**config.mk**
```make
export PLATFORM = sky130hd
export DESIGN_NAME = gtm_timer
export DESIGN_NICKNAME = d
export VERILOG_FILES = /design/src/inc/gtm_pkg.sv /design/src/core/gtm_prescaler.sv /design/src/core/gtm_timer.sv
export SDC_FILE = /design/constraint.sdc
export NUM_CORES = 1
export LEC_CHECK = 0
export BUFFER_PORTS_ARGS = -buffer_cell sky130_fd_sc_hd__buf_4
export CORE_ASPECT_RATIO = 2
export CORE_MARGIN = 1
export CORE_UTILIZATION = 51
export DETAILED_ROUTE_END_ITERATION = 7
export GPL_ROUTABILITY_DRIVEN = 0
export PLACE_DENSITY = 0.8
export SYNTH_ARGS = -nofsm -noshare
export SYNTH_HDL_FRONTEND = slang
export SYNTH_SLANG_ARGS = --single-unit
```
**constraint.sdc**
```tcl
create_clock -name clk_sys -period 4.4 [get_ports clk_sys]
set_input_delay 0.88 -clock clk_sys [delete_from_list [all_inputs] [get_ports clk_sys]]
set_output_delay 0.88 -clock clk_sys [all_outputs]
set_load 0.01 [all_outputs]
```
**src/inc/gtm_pkg.sv**
```systemverilog
// Package: register map, field layout, reset values and carriers of the 16-bit timer
package gtm_pkg;

	// Register indices; the APB byte address is four times the index
	localparam logic [11:0] IDX_COUNT    = 12'h100;
	localparam logic [11:0] IDX_PERIOD   = 12'h102;
	localparam logic [11:0] IDX_CONTROL  = 12'h104;
	localparam logic [11:0] IDX_IRQ_FLAG = 12'h106;
	localparam logic [11:0] IDX_IRQ_EN   = 12'h108;
	localparam logic [11:0] IDX_OSC_CTL  = 12'h10A;

	localparam int unsigned ADDR_W = 14;
	localparam logic [13:0] ADDR_COUNT    = {IDX_COUNT, 2'b00};
	localparam logic [13:0] ADDR_PERIOD   = {IDX_PERIOD, 2'b00};
	localparam logic [13:0] ADDR_CONTROL  = {IDX_CONTROL, 2'b00};
	localparam logic [13:0] ADDR_IRQ_FLAG = {IDX_IRQ_FLAG, 2'b00};
	localparam logic [13:0] ADDR_IRQ_EN   = {IDX_IRQ_EN, 2'b00};
	localparam logic [13:0] ADDR_OSC_CTL  = {IDX_OSC_CTL, 2'b00};

	// Control register field positions
	localparam int unsigned CTL_ON_BIT   = 15;
	localparam int unsigned CTL_SIDL_BIT = 13;
	localparam int unsigned CTL_GATE_BIT = 6;
	localparam int unsigned CTL_PS_HI    = 5;
	localparam int unsigned CTL_PS_LO    = 4;
	localparam int unsigned CTL_SYNC_BIT = 2;
	localparam int unsigned CTL_CS_BIT   = 1;
	localparam int unsigned OSC_LPEN_BIT = 1;
	localparam int unsigned FLAG_BIT     = 0;

	// Reset values
	localparam logic [15:0] RST_COUNT   = 16'h0000;
	localparam logic [15:0] RST_PERIOD  = 16'hFFFF;
	localparam logic [15:0] RST_CONTROL = 16'h0000;

	// Instruction cycle is the system clock divided by four
	localparam int unsigned TCY_DIV  = 4;
	localparam logic [1:0]  TCY_LAST = 2'(TCY_DIV - 1);

	// Prescaler terminal counts for 1:1, 1:8, 1:64, 1:256
	localparam logic [7:0] PS_LIM_1   = 8'h00;
	localparam logic [7:0] PS_LIM_8   = 8'h07;
	localparam logic [7:0] PS_LIM_64  = 8'h3F;
	localparam logic [7:0] PS_LIM_256 = 8'hFF;

	typedef enum logic [1:0] {
		PS_DIV1,
		PS_DIV8,
		PS_DIV64,
		PS_DIV256
	} gtm_ps_e;

	typedef struct packed {
		logic    on;
		logic    stopIdle;
		logic    gateEn;
		gtm_ps_e ps;
		logic    extSync;
		logic    clkSel;
	} gtm_ctrl_s;

	typedef struct packed {
		logic              psel;
		logic              penable;
		logic              pwrite;
		logic [ADDR_W-1:0] paddr;
		logic [31:0]       pwdata;
	} gtm_apb_req_s;

	typedef struct packed {
		logic        pready;
		logic        pslverr;
		logic [31:0] prdata;
	} gtm_apb_rsp_s;

endpackage

```
**src/core/gtm_prescaler.sv**
```systemverilog
// Selectable 1/8/64/256 prescaler in front of the timer count
`timescale 1ns/10ps
module gtm_prescaler
	import gtm_pkg::*;
(
	input  wire logic    clk_sys,
	input  wire logic    rstn,
	input  wire logic    timerOn,
	input  wire logic    srcTick,
	input  wire logic    clear,
	input  wire gtm_ps_e ps,
	output logic         outTick
);
	logic [7:0] cnt_r;
	logic [7:0] cnt_nxt;
	logic [7:0] lim;

	// Terminal count from the prescale select
	always_comb begin
		case (ps)
			PS_DIV1:   lim = PS_LIM_1;
			PS_DIV8:   lim = PS_LIM_8;
			PS_DIV64:  lim = PS_LIM_64;
			PS_DIV256: lim = PS_LIM_256;
			default:   lim = PS_LIM_1;
		endcase
	end

	// Clear only while the prescaler clock runs; divide otherwise
	always_comb begin
		cnt_nxt = cnt_r;
		outTick = 1'b0;
		if (timerOn && clear) begin
			cnt_nxt = 8'h00;
		end else if (timerOn && srcTick) begin
			if (cnt_r >= lim) begin
				cnt_nxt = 8'h00;
				outTick = 1'b1;
			end else begin
				cnt_nxt = cnt_r + 8'h01;
			end
		end
	end

	// Count register; device reset clears it
	always_ff @(posedge clk_sys or negedge rstn) begin
		if (!rstn) begin
			cnt_r <= 8'h00;
		end else begin
			cnt_r <= cnt_nxt;
		end
	end
endmodule // gtm_prescaler

```
**src/core/gtm_timer.sv**
```systemverilog
// Top of the 16-bit timer/counter with gate, prescaler, idle/sleep and RTC modes
//
// Our own choices: the APB register port and the placing of the registers.
`timescale 1ns/10ps

// Operation
// - Internal mode counts each instruction cycle to period, then wraps to zero.
// - Synchronous mode counts external rising edges aligned to the instruction cycle.
// - Asynchronous mode counts every external rising edge, wrapping after period match.
// - In Idle, stop-in-idle set halts counting; cleared lets it continue.
// - Gate mode counts instruction cycles only while gate pin is high.
// - Input clock passes a prescaler of 1, 8, 64 or 256.
// - Prescaler cleared by count write, control write and device reset.
// - With the timer off the prescaler is not cleared.
// - Writing control leaves the count unchanged; only a count write loads it.
// - In Sleep only enabled, external, asynchronous operation keeps counting.
// - Counting in Sleep wraps at period and may raise the interrupt.
// - Period match sets the sticky flag; request goes out when enabled.
// - Gate mode also sets the flag on the gate falling edge.
// - RTC mode counts low-power oscillator rising edges to period, then wraps.
// - Low-power oscillator enable disables normal modes, enables carry-out wake-up.
// - RTC keeps running in Sleep while oscillator runs and controls stay.
module gtm_timer
	import gtm_pkg::*;
(
	input  wire logic          clk_sys,
	input  wire logic          rstn,
	input  wire gtm_apb_req_s  apbReq,
	output gtm_apb_rsp_s       apbRsp,
	input  wire logic          extClkGatePin,
	input  wire logic          lpOscClk,
	input  wire logic          cpuIdle,
	input  wire logic          cpuSleep,
	output logic               timerIrqReq,
	output logic               wakeEvent
);
	import gtm_pkg::*;

	gtm_ctrl_s    ctrl_r, ctrl_nxt;
	gtm_apb_rsp_s rsp_r, rsp_nxt;
	logic [15:0]  count_r, count_nxt;
	logic [15:0]  period_r, period_nxt;
	logic         flag_r, flag_nxt;
	logic         irqEn_r, irqEn_nxt;
	logic         low_power_osc_enable_r, low_power_osc_enable_nxt;
	logic         irq_r, irq_nxt;
	logic         wake_r, wake_nxt;
	logic [1:0]   tcyCnt_r, tcyCnt_nxt;
	logic [1:0]   pinS1_r, pinS2_r, pinS3_r;
	logic [1:0]   pinLvl_r, pinLvl_nxt, pinPrev_r;
	logic         pend_r, pend_nxt;
	logic         tcyTick, extRise, lpRise, gateLvl, gateFall;
	logic         wrEn, wrCount, wrPeriod, wrControl, wrFlag, wrIrqEn, wrOsc;
	logic         srcTick, run, countStep, hit;
	logic [15:0]  ctrlWord;
	logic [15:0]  rdWord;
	logic         rdHit;

	// Register bus decode; a write takes effect in the completing access cycle
	always_comb begin
		wrEn      = apbReq.psel && apbReq.penable && rsp_r.pready && apbReq.pwrite;
		wrCount   = wrEn && (apbReq.paddr == ADDR_COUNT);
		wrPeriod  = wrEn && (apbReq.paddr == ADDR_PERIOD);
		wrControl = wrEn && (apbReq.paddr == ADDR_CONTROL);
		wrFlag    = wrEn && (apbReq.paddr == ADDR_IRQ_FLAG);
		wrIrqEn   = wrEn && (apbReq.paddr == ADDR_IRQ_EN);
		wrOsc     = wrEn && (apbReq.paddr == ADDR_OSC_CTL);
	end

	// Control word as software sees it; unused bits read zero
	always_comb begin
		ctrlWord = 16'h0000;
		ctrlWord[CTL_ON_BIT]            = ctrl_r.on;
		ctrlWord[CTL_SIDL_BIT]          = ctrl_r.stopIdle;
		ctrlWord[CTL_GATE_BIT]          = ctrl_r.gateEn;
		ctrlWord[CTL_PS_HI:CTL_PS_LO]   = ctrl_r.ps;
		ctrlWord[CTL_SYNC_BIT]          = ctrl_r.extSync;
		ctrlWord[CTL_CS_BIT]            = ctrl_r.clkSel;
	end

	// Read mux and error for unmapped addresses
	always_comb begin
		rdWord = 16'h0000;
		rdHit  = 1'b1;
		case (apbReq.paddr)
			ADDR_COUNT:    rdWord = count_r;
			ADDR_PERIOD:   rdWord = period_r;
			ADDR_CONTROL:  rdWord = ctrlWord;
			ADDR_IRQ_FLAG: rdWord[FLAG_BIT] = flag_r;
			ADDR_IRQ_EN:   rdWord[FLAG_BIT] = irqEn_r;
			ADDR_OSC_CTL:  rdWord[OSC_LPEN_BIT] = low_power_osc_enable_r;
			default:       rdHit = 1'b0;
		endcase
	end

	// Answer one cycle after setup, zero wait states in the access phase
	always_comb begin
		rsp_nxt = rsp_r;
		rsp_nxt.pready = 1'b0;
		if (apbReq.psel && !apbReq.penable) begin
			rsp_nxt.pready  = 1'b1;
			rsp_nxt.pslverr = !rdHit;
			rsp_nxt.prdata  = apbReq.pwrite ? 32'h0000_0000 : {16'h0000, rdWord};
		end
	end

	// Instruction cycle divider; the instruction clock stops in Sleep
	always_comb begin
		tcyCnt_nxt = tcyCnt_r + 2'b01;
		tcyTick    = (tcyCnt_r == TCY_LAST) && !cpuSleep;
	end

	// Pin filter: a change counts once stages two and three agree
	always_comb begin
		for (int i = 0; i < 2; i++) begin
			pinLvl_nxt[i] = (pinS2_r[i] == pinS3_r[i]) ? pinS3_r[i] : pinLvl_r[i];
		end
		extRise  = pinLvl_r[0] && !pinPrev_r[0];
		lpRise   = pinLvl_r[1] && !pinPrev_r[1];
		gateLvl  = pinLvl_r[0];
		gateFall = !pinLvl_r[0] && pinPrev_r[0];
	end

	// Edge held until the next instruction cycle in synchronous mode
	always_comb begin
		pend_nxt = extRise || (pend_r && !tcyTick);
	end

	// Source selection per mode
	always_comb begin
		srcTick = 1'b0;
		if (!ctrl_r.on) begin
			srcTick = 1'b0;
		end else if (low_power_osc_enable_r) begin
			srcTick = ctrl_r.clkSel && !ctrl_r.gateEn && lpRise;
		end else if (!ctrl_r.clkSel) begin
			srcTick = tcyTick && (!ctrl_r.gateEn || gateLvl);
		end else if (ctrl_r.extSync) begin
			srcTick = tcyTick && pend_r;
		end else begin
			srcTick = extRise;
		end
	end

	// Counting allowed by Idle and Sleep state
	always_comb begin
		run = ctrl_r.on
			&& !(cpuIdle && ctrl_r.stopIdle)
			&& (!cpuSleep || (ctrl_r.clkSel && !ctrl_r.extSync));
	end

	gtm_prescaler uPrescaler (
		.clk_sys (clk_sys),
		.rstn    (rstn),
		.timerOn (ctrl_r.on),
		.srcTick (srcTick && run),
		.clear   (wrCount || wrControl),
		.ps      (ctrl_r.ps),
		.outTick (countStep)
	);

	// Count, period, control and flag next values
	always_comb begin
		hit         = (count_r == period_r);
		count_nxt   = count_r;
		period_nxt  = wrPeriod ? apbReq.pwdata[15:0] : period_r;
		irqEn_nxt   = wrIrqEn ? apbReq.pwdata[FLAG_BIT] : irqEn_r;
		low_power_osc_enable_nxt = wrOsc ? apbReq.pwdata[OSC_LPEN_BIT] : low_power_osc_enable_r;
		ctrl_nxt    = ctrl_r;
		if (wrCount) begin
			count_nxt = apbReq.pwdata[15:0];
		end else if (countStep) begin
			count_nxt = hit ? 16'h0000 : count_r + 16'h0001;
		end
		if (wrControl) begin
			ctrl_nxt.on       = apbReq.pwdata[CTL_ON_BIT];
			ctrl_nxt.stopIdle = apbReq.pwdata[CTL_SIDL_BIT];
			ctrl_nxt.gateEn   = apbReq.pwdata[CTL_GATE_BIT];
			ctrl_nxt.ps       = gtm_ps_e'(apbReq.pwdata[CTL_PS_HI:CTL_PS_LO]);
			ctrl_nxt.extSync  = apbReq.pwdata[CTL_SYNC_BIT];
			ctrl_nxt.clkSel   = apbReq.pwdata[CTL_CS_BIT];
		end
		// Hardware set wins over a software clear in the same cycle
		flag_nxt = (countStep && hit)
			|| (gateFall && ctrl_r.on && ctrl_r.gateEn && !ctrl_r.clkSel && !low_power_osc_enable_r)
			|| (wrFlag ? apbReq.pwdata[FLAG_BIT] : flag_r);
		irq_nxt  = flag_r && irqEn_r;
		wake_nxt = low_power_osc_enable_r && countStep && hit;
	end

	// Register all state
	always_ff @(posedge clk_sys or negedge rstn) begin
		if (!rstn) begin
			ctrl_r    <= gtm_ctrl_s'(RST_CONTROL[6:0]);
			rsp_r     <= '0;
			count_r   <= RST_COUNT;
			period_r  <= RST_PERIOD;
			flag_r    <= 1'b0;
			irqEn_r   <= 1'b0;
			low_power_osc_enable_r <= 1'b0;
			irq_r     <= 1'b0;
			wake_r    <= 1'b0;
			tcyCnt_r  <= 2'b00;
			pinS1_r   <= 2'b00;
			pinS2_r   <= 2'b00;
			pinS3_r   <= 2'b00;
			pinLvl_r  <= 2'b00;
			pinPrev_r <= 2'b00;
			pend_r    <= 1'b0;
		end else begin
			ctrl_r    <= ctrl_nxt;
			rsp_r     <= rsp_nxt;
			count_r   <= count_nxt;
			period_r  <= period_nxt;
			flag_r    <= flag_nxt;
			irqEn_r   <= irqEn_nxt;
			low_power_osc_enable_r <= low_power_osc_enable_nxt;
			irq_r     <= irq_nxt;
			wake_r    <= wake_nxt;
			tcyCnt_r  <= tcyCnt_nxt;
			pinS1_r   <= {lpOscClk, extClkGatePin};
			pinS2_r   <= pinS1_r;
			pinS3_r   <= pinS2_r;
			pinLvl_r  <= pinLvl_nxt;
			pinPrev_r <= pinLvl_r;
			pend_r    <= pend_nxt;
		end
	end

	// Outputs straight from flip-flops
	assign apbRsp      = rsp_r;
	assign timerIrqReq = irq_r;
	assign wakeEvent   = wake_r;
endmodule // gtm_timer

```
# Word level (Yosys, flattened, before mapping)

Cells that the tools add are included.

Output and inout port bits: 36
Flip-flop bits (word level): 99
Input port bits: 55
Word-level logic and storage cells: 119

Add/sub/neg operators: 3
Reduce and logical (&&, ||, !) cells: 56
Eq/ne operators: 13
Multiplexer cells: 21
Magnitude comparators: 1

Operator list:

| kind                                                  | count |
|---|---|
| equality test 14 x 11 -> 1 bit, second input constant | 6 |
| two-way mux 16 bit                                    | 4 |
| case mux 14 bit (3 select lines)                      | 1 |
| logical AND 1 bit                                     | 34 |
| two-way mux 34 bit                                    | 1 |
| case mux 8 bit (4 select lines)                       | 1 |
| two-way mux 8 bit                                     | 3 |
| adder 16 x 1 -> 16 bit, second input constant         | 1 |
| equality test 16 bit                                  | 1 |
| zero test 1 bit                                       | 12 |
| two-way mux 1 bit                                     | 9 |
| adder 8 x 1 -> 8 bit, second input constant           | 1 |
| >= comparator 8 bit                                   | 1 |
| case mux 1 bit (4 select lines)                       | 2 |
| equality test 2 bit, second input constant            | 3 |
| logical OR 1 bit                                      | 6 |
| OR reduction 6 bit                                    | 1 |
| nonzero test 2 bit                                    | 2 |
| adder 2 x 1 -> 2 bit, second input constant           | 1 |
| equality test 1 bit                                   | 2 |
| equality test 2 x 1 -> 1 bit, second input constant   | 1 |
| zero test 2 bit                                       | 1 |

# Logic depth before layout (Yosys ltp)

Word-level depth: 14
Gate-level depth with buffers: 10
Gate-level depth less buffers: 8

# Cells and area by module

A second synthesis with hierarchy kept.

Cells, all modules: 457
Area, all modules: 4,705.8 um^2

Modules (own cells, without submodules):

| module        | area an instance (um^2) | cells each | times used |
|---|---|---|---|
| gtm_timer     | 4,048.9                 | 386        | 1 |
| gtm_prescaler | 656.9                   | 71         | 1 |

# Least setup slack after synthesis

Ideal clock, no wire load.

Kind: input to register
Start point: input apbReq[41] (netlist name)
End point: register count_r[15]
Path buffers: 1
Stages: 7
Slack: 2.049 ns
Data required time: 4.274 ns
Arrival: 2.225 ns
Cell sequence: nor4b_4 -> nand3_4 -> nor4_4 -> nor2_2 -> buf_6 -> a41oi_2 -> a21oi_2

Word-level cells in the longest chain between the ends: 6
Elaborated cells on any way between the ends: 9
Classes of those cells: 2 x eq/ne; 2 x mux; 5 x reduce/logical

RTL lines:

| element                                           | line                             | source |
|---|---|---|
| start: declaration                                | gtm_timer.sv:28                  | `input wire gtm_apb_req_s apbReq,` |
| equality test 14 x 11 -> 1 bit (on tied branches) | gtm_timer.sv:62, gtm_timer.sv:64 |  |
| logical AND 1 bit (on tied branches)              | gtm_timer.sv:62, gtm_timer.sv:64 |  |
| logical OR 1 bit                                  | gtm_timer.sv:157                 | `.clear (wrCount \|\| wrControl),` |
| logical AND 1 bit                                 | gtm_prescaler.sv:33              | `if (timerOn && clear) begin` |
| two-way mux 1 bit                                 | gtm_prescaler.sv:33              |  |
| nonzero test 2 bit (no line)                      | n/a                              |  |
| end signal: assignment                            | gtm_timer.sv:213                 | `count_r <= count_nxt;` |
| end: declaration                                  | gtm_timer.sv:41                  | `logic [15:0] count_r, count_nxt;` |

Parallel ways exist; a longest one is shown, timed or not.
A chain may end at the register's enable or synchronous reset.

# Final worst setup path

Start point: input apbReq[37] (netlist name)
End point: register count_r[0]

The elaborated chain is that of the path after synthesis.

==> flow_summary_export.csv <==
group,metric,value,unit
outcome,status,"finished clean",
floorplan,die_area,9610,sq um
critical_path,path_delay_family,"simple AND/OR/NAND/NOR gates",
sta,drv_slew,0,
routing,vias,3895,
global_routing,antenna_found_initial,0,
sta,fin_crit,2.58,ns
routing,drt_wl_total,11600,um
synthesis,synth-edff-count,0,
power,clkPwrFrac,0.506,
power,internal_power,1.37,mW
layout,layout_common_cells,"dfrtp_1 (67), buf_4 (61), nand2_1 (36), o21ai_0 (34), nor2_1 (26)",
routing,firstDrtPassIters,5,
sta,skew,0.00373,ns
power,powerDensity,321,nW/um^2
critical_path,worstPathArrival,2.81,ns
floorplan,die_h,138,um
critical_path,cp_slowest_cell,"nor4_4",
critical_path,crit_buf_inv,1,
clock_network,insertion_delay,0.34,ns
layout,fin_nets,561,
placed_design,pre_cts_ws,1.53,ns
layout,fin_cells,604,
layout,n_antenna_cell,0,
routing,drt-initial-drc-count,324,
synthesis,ys_async_sr_fraction,1.00,
floorplan,pin_count,91,
floorplan,placementRows,49,
clock_network,ctsResizeCount,0,
critical_path,cp-start-kind,"input port",
critical_path,path_max_fanout,11,
clock_network,hold_buffers,0,
power,p_sw,0.355,mW
placed_design,dp_cells,588,
sta,fin_ws,1.82,ns
sta,hold_viol_final,0,
synthesis,yosys_warnings,0,
sta,rsz0062_at_grt,"false",
clock_network,cts_buffers,9,
floorplan,core-area,8950,sq um
global_routing,first_global_vias,3865,
sta,min_period_over_period,0.587,
clock_network,clockBufferDepth,2,
layout,final_common_cell,"dfrtp_1",
layout,drive_above_1_share,0.287,
clock_network,post_cts_buffers,0,
synthesis,syn_avg_cell_area,10.5,sq um
synthesis,netlist_instances,447,
routing,postRouteAntennaNets,0,
routing,drc,0,
synthesis,yosys_most_used_dff,"dfrtp_1",
sta,setup_viol,0,
placed_design,port_buffers,58,
critical_path,worst_setup_path_end_kind,"register",
critical_path,cp.required,4.63,ns
power,max-vdd-ir-drop,0.302,mV
clock_network,cts.sinks,83,
critical_path,cp_cell_sequence,"buf_4 > nor3_1 > nand2_1 > nor4_4 > nor2_2 > nor4b_1 > a221o_1",
clock_network,clockRootBuffer,"clkbuf_16",
sta,setup_tns,0,ns
sta,slew_headroom,0.313,
floorplan,start_util,0.524,
synthesis,synth_area,4690,sq um
sta,max_freq,387,MHz
critical_path,worstSetupPathType,"input port to register",
clock_network,clk_pin_slew,0.06,ns
global_routing,grt_usage,0.256,
clock_network,cts_tree,"done",
routing,routedWlPerCell,19.2,um
power,pwr-share-seq,0.450,
synthesis,yosysSeqAreaShare,0.447,
synthesis,ys_ff_latch,83,
critical_path,worst_path_largest_cell_delay,0.45,ns
layout,syn_to_final_growth,14.8,%
synthesis,netlist-cell-type-count,72,
flow_run,cap_violations,0,
routing,via_per_inst,6.45,
global_routing,overflow,0,
floorplan,die_w,69.8,um
power,p_sw_frac,0.205,
clock_network,cts_max_level,3,
sta,worst_pin_slew,1.03,ns
power,combinationalPowerShare,0.044,
placed_design,dpl.hpwl,8440,um
power,p_leak,2.28,nW
global_routing,grt_max_degree,84,
global_routing,grt_pass1_wl,18800,um
worst_hold_path,hp-class,"register to register",
## power by group through the flow
stage | Clock (mW) | Combinational, mW | Sequential [mW]
after floorplan | 0 | 0.0327 | 0.792
after global placement | 0 | 0.0753 | 0.792
after detailed placement | 0 | 0.0769 | 0.792
after CTS | 0.885 | 0.0771 | 0.779
after global routing | 0.917 | 0.0846 | 0.780
final | 0.874 | 0.0762 | 0.779
## logic make-up (layout without fill, tap and decap cells)
kind of cell | after synthesis | in the layout | synth area share
buffers and inverters | 48 | 88 | 0.0723
other | 1 | 16 | 0.000800
flip-flops | 83 | 83 | 0.447
multiplexers | 29 | 29 | 0.0688
AO/OA/AOI/OAI | 108 | 108 | 0.162
AND/OR/NAND/NOR | 149 | 149 | 0.185
XOR/XNOR | 18 | 18 | 0.0352
adder cells (fa/ha/maj) | 11 | 11 | 0.0283
## sequential cells by signal (all words and copies together) (netlist names), 2 cells and up
signal / count
apbRsp: 18
count_r: 16
ctrlWord: 7
period_r: 16
pinLvl_r: 2
pinPrev_r: 2
pinS1_r: 2
pinS2_r: 2
pinS3_r: 2
tcyCnt_r: 2
uPrescaler.cnt_r: 8
## synthesized netlist by cell type (3+ instances only)
cell type | instances | share of area
a21oi_1 | 19 | 0.020
a222oi_1 | 6 | 0.013
a22oi_1 | 9 | 0.014
a31oi_1 | 5 | 0.0067
a32oi_1 | 3 | 0.0056
a41oi_2 | 4 | 0.014
and3_1 | 8 | 0.011
and4_1 | 5 | 0.0093
buf_2 | 7 | 0.0075
buf_4 | 18 | 0.029
buf_6 | 6 | 0.014
clkbuf_1 | 3 | 0.0024
dfrtp_1 | 67 | 0.36
dfstp_2 | 16 | 0.090
ha_1 | 9 | 0.024
inv_1 | 11 | 0.0088
mux2_2 | 24 | 0.058
mux2i_1 | 3 | 0.0064
nand2_1 | 36 | 0.029
nand2b_1 | 4 | 0.0053
nand3_1 | 10 | 0.011
nand3b_1 | 3 | 0.0048
nand4_1 | 11 | 0.015
nor2_1 | 26 | 0.021
nor2b_1 | 3 | 0.0040
nor3_1 | 11 | 0.012
nor4_1 | 5 | 0.0067
o211ai_1 | 5 | 0.0080
o21ai_0 | 34 | 0.036
o21ai_1 | 3 | 0.0032
or2_2 | 3 | 0.0040
xnor2_1 | 15 | 0.028
## through the flow
step / util / instance area, sq um / hold WS, ns / power [mW]
2_1_floorplan: - / 4750 / 0.331 / 0.824
3_3_place_gp: 0.562 / 5030 / 0.335 / 0.867
3_5_place_dp: 0.562 / 5030 / 0.336 / 0.869
4_1_cts: 0.602 / 5390 / 0.348 / 1.74
5_1_grt: 0.602 / 5390 / 0.350 / 1.78
6_report: 0.602 / 5390 / 0.348 / 1.73
## layer usage
layer / wire length (um) / global-route usage
met5: 0 / 0
met4: 719 / 0.188
met3: 671 / 0.0439
met2: 6210 / 0.458
met1: 4000 / 0.264
## cell type report
class / instances / area, sq um
fillers: 763 / 3570
multi-input cells: 331 / 2310
flip-flops and latches: 83 / 2100
repair buffers: 61 / 458
clock buffers: 10 / 239
well taps: 102 / 128
clock inverters: 6 / 113
inverters: 11 / 41.3
## worst paths after layout
path / end / cells past startpoint / startpoint / slack [ns]
hold reg to reg: pinS2_r[1]$_DFF_PN0_ / 0 / pinS1_r[1]$_DFF_PN0_ / 0.35
setup reg to reg: count_r[4]$_DFFE_PN0P_ / 8 / ctrlWord[5]$_DFFE_PN0P_ / 1.83
min in group asynchronous: uPrescaler.cnt_r[7]$_DFFE_PN0P_ / 1 / rstn / 0.71
max in group asynchronous: low_power_osc_enable_r$_DFFE_PN0P_ / 1 / rstn / 3.02
hold / removal: pinS2_r[1]$_DFF_PN0_ / 0 / pinS1_r[1]$_DFF_PN0_ / 0.35
setup / recovery: count_r[0]$_DFFE_PN0P_ / 7 / apbReq[37] / 1.82
## worst reg2reg max path, cell delays in order, from the launching register on
cell and delay (ns):
dfrtp_1 0.45, inv_1 0.12, ha_1 0.31, and4_1 0.22, o211ai_1 0.11, o211ai_2 0.42, and2_4 0.40, nand2_2 0.12
o311ai_1 0.30
(Power assumes the default switching activity.)
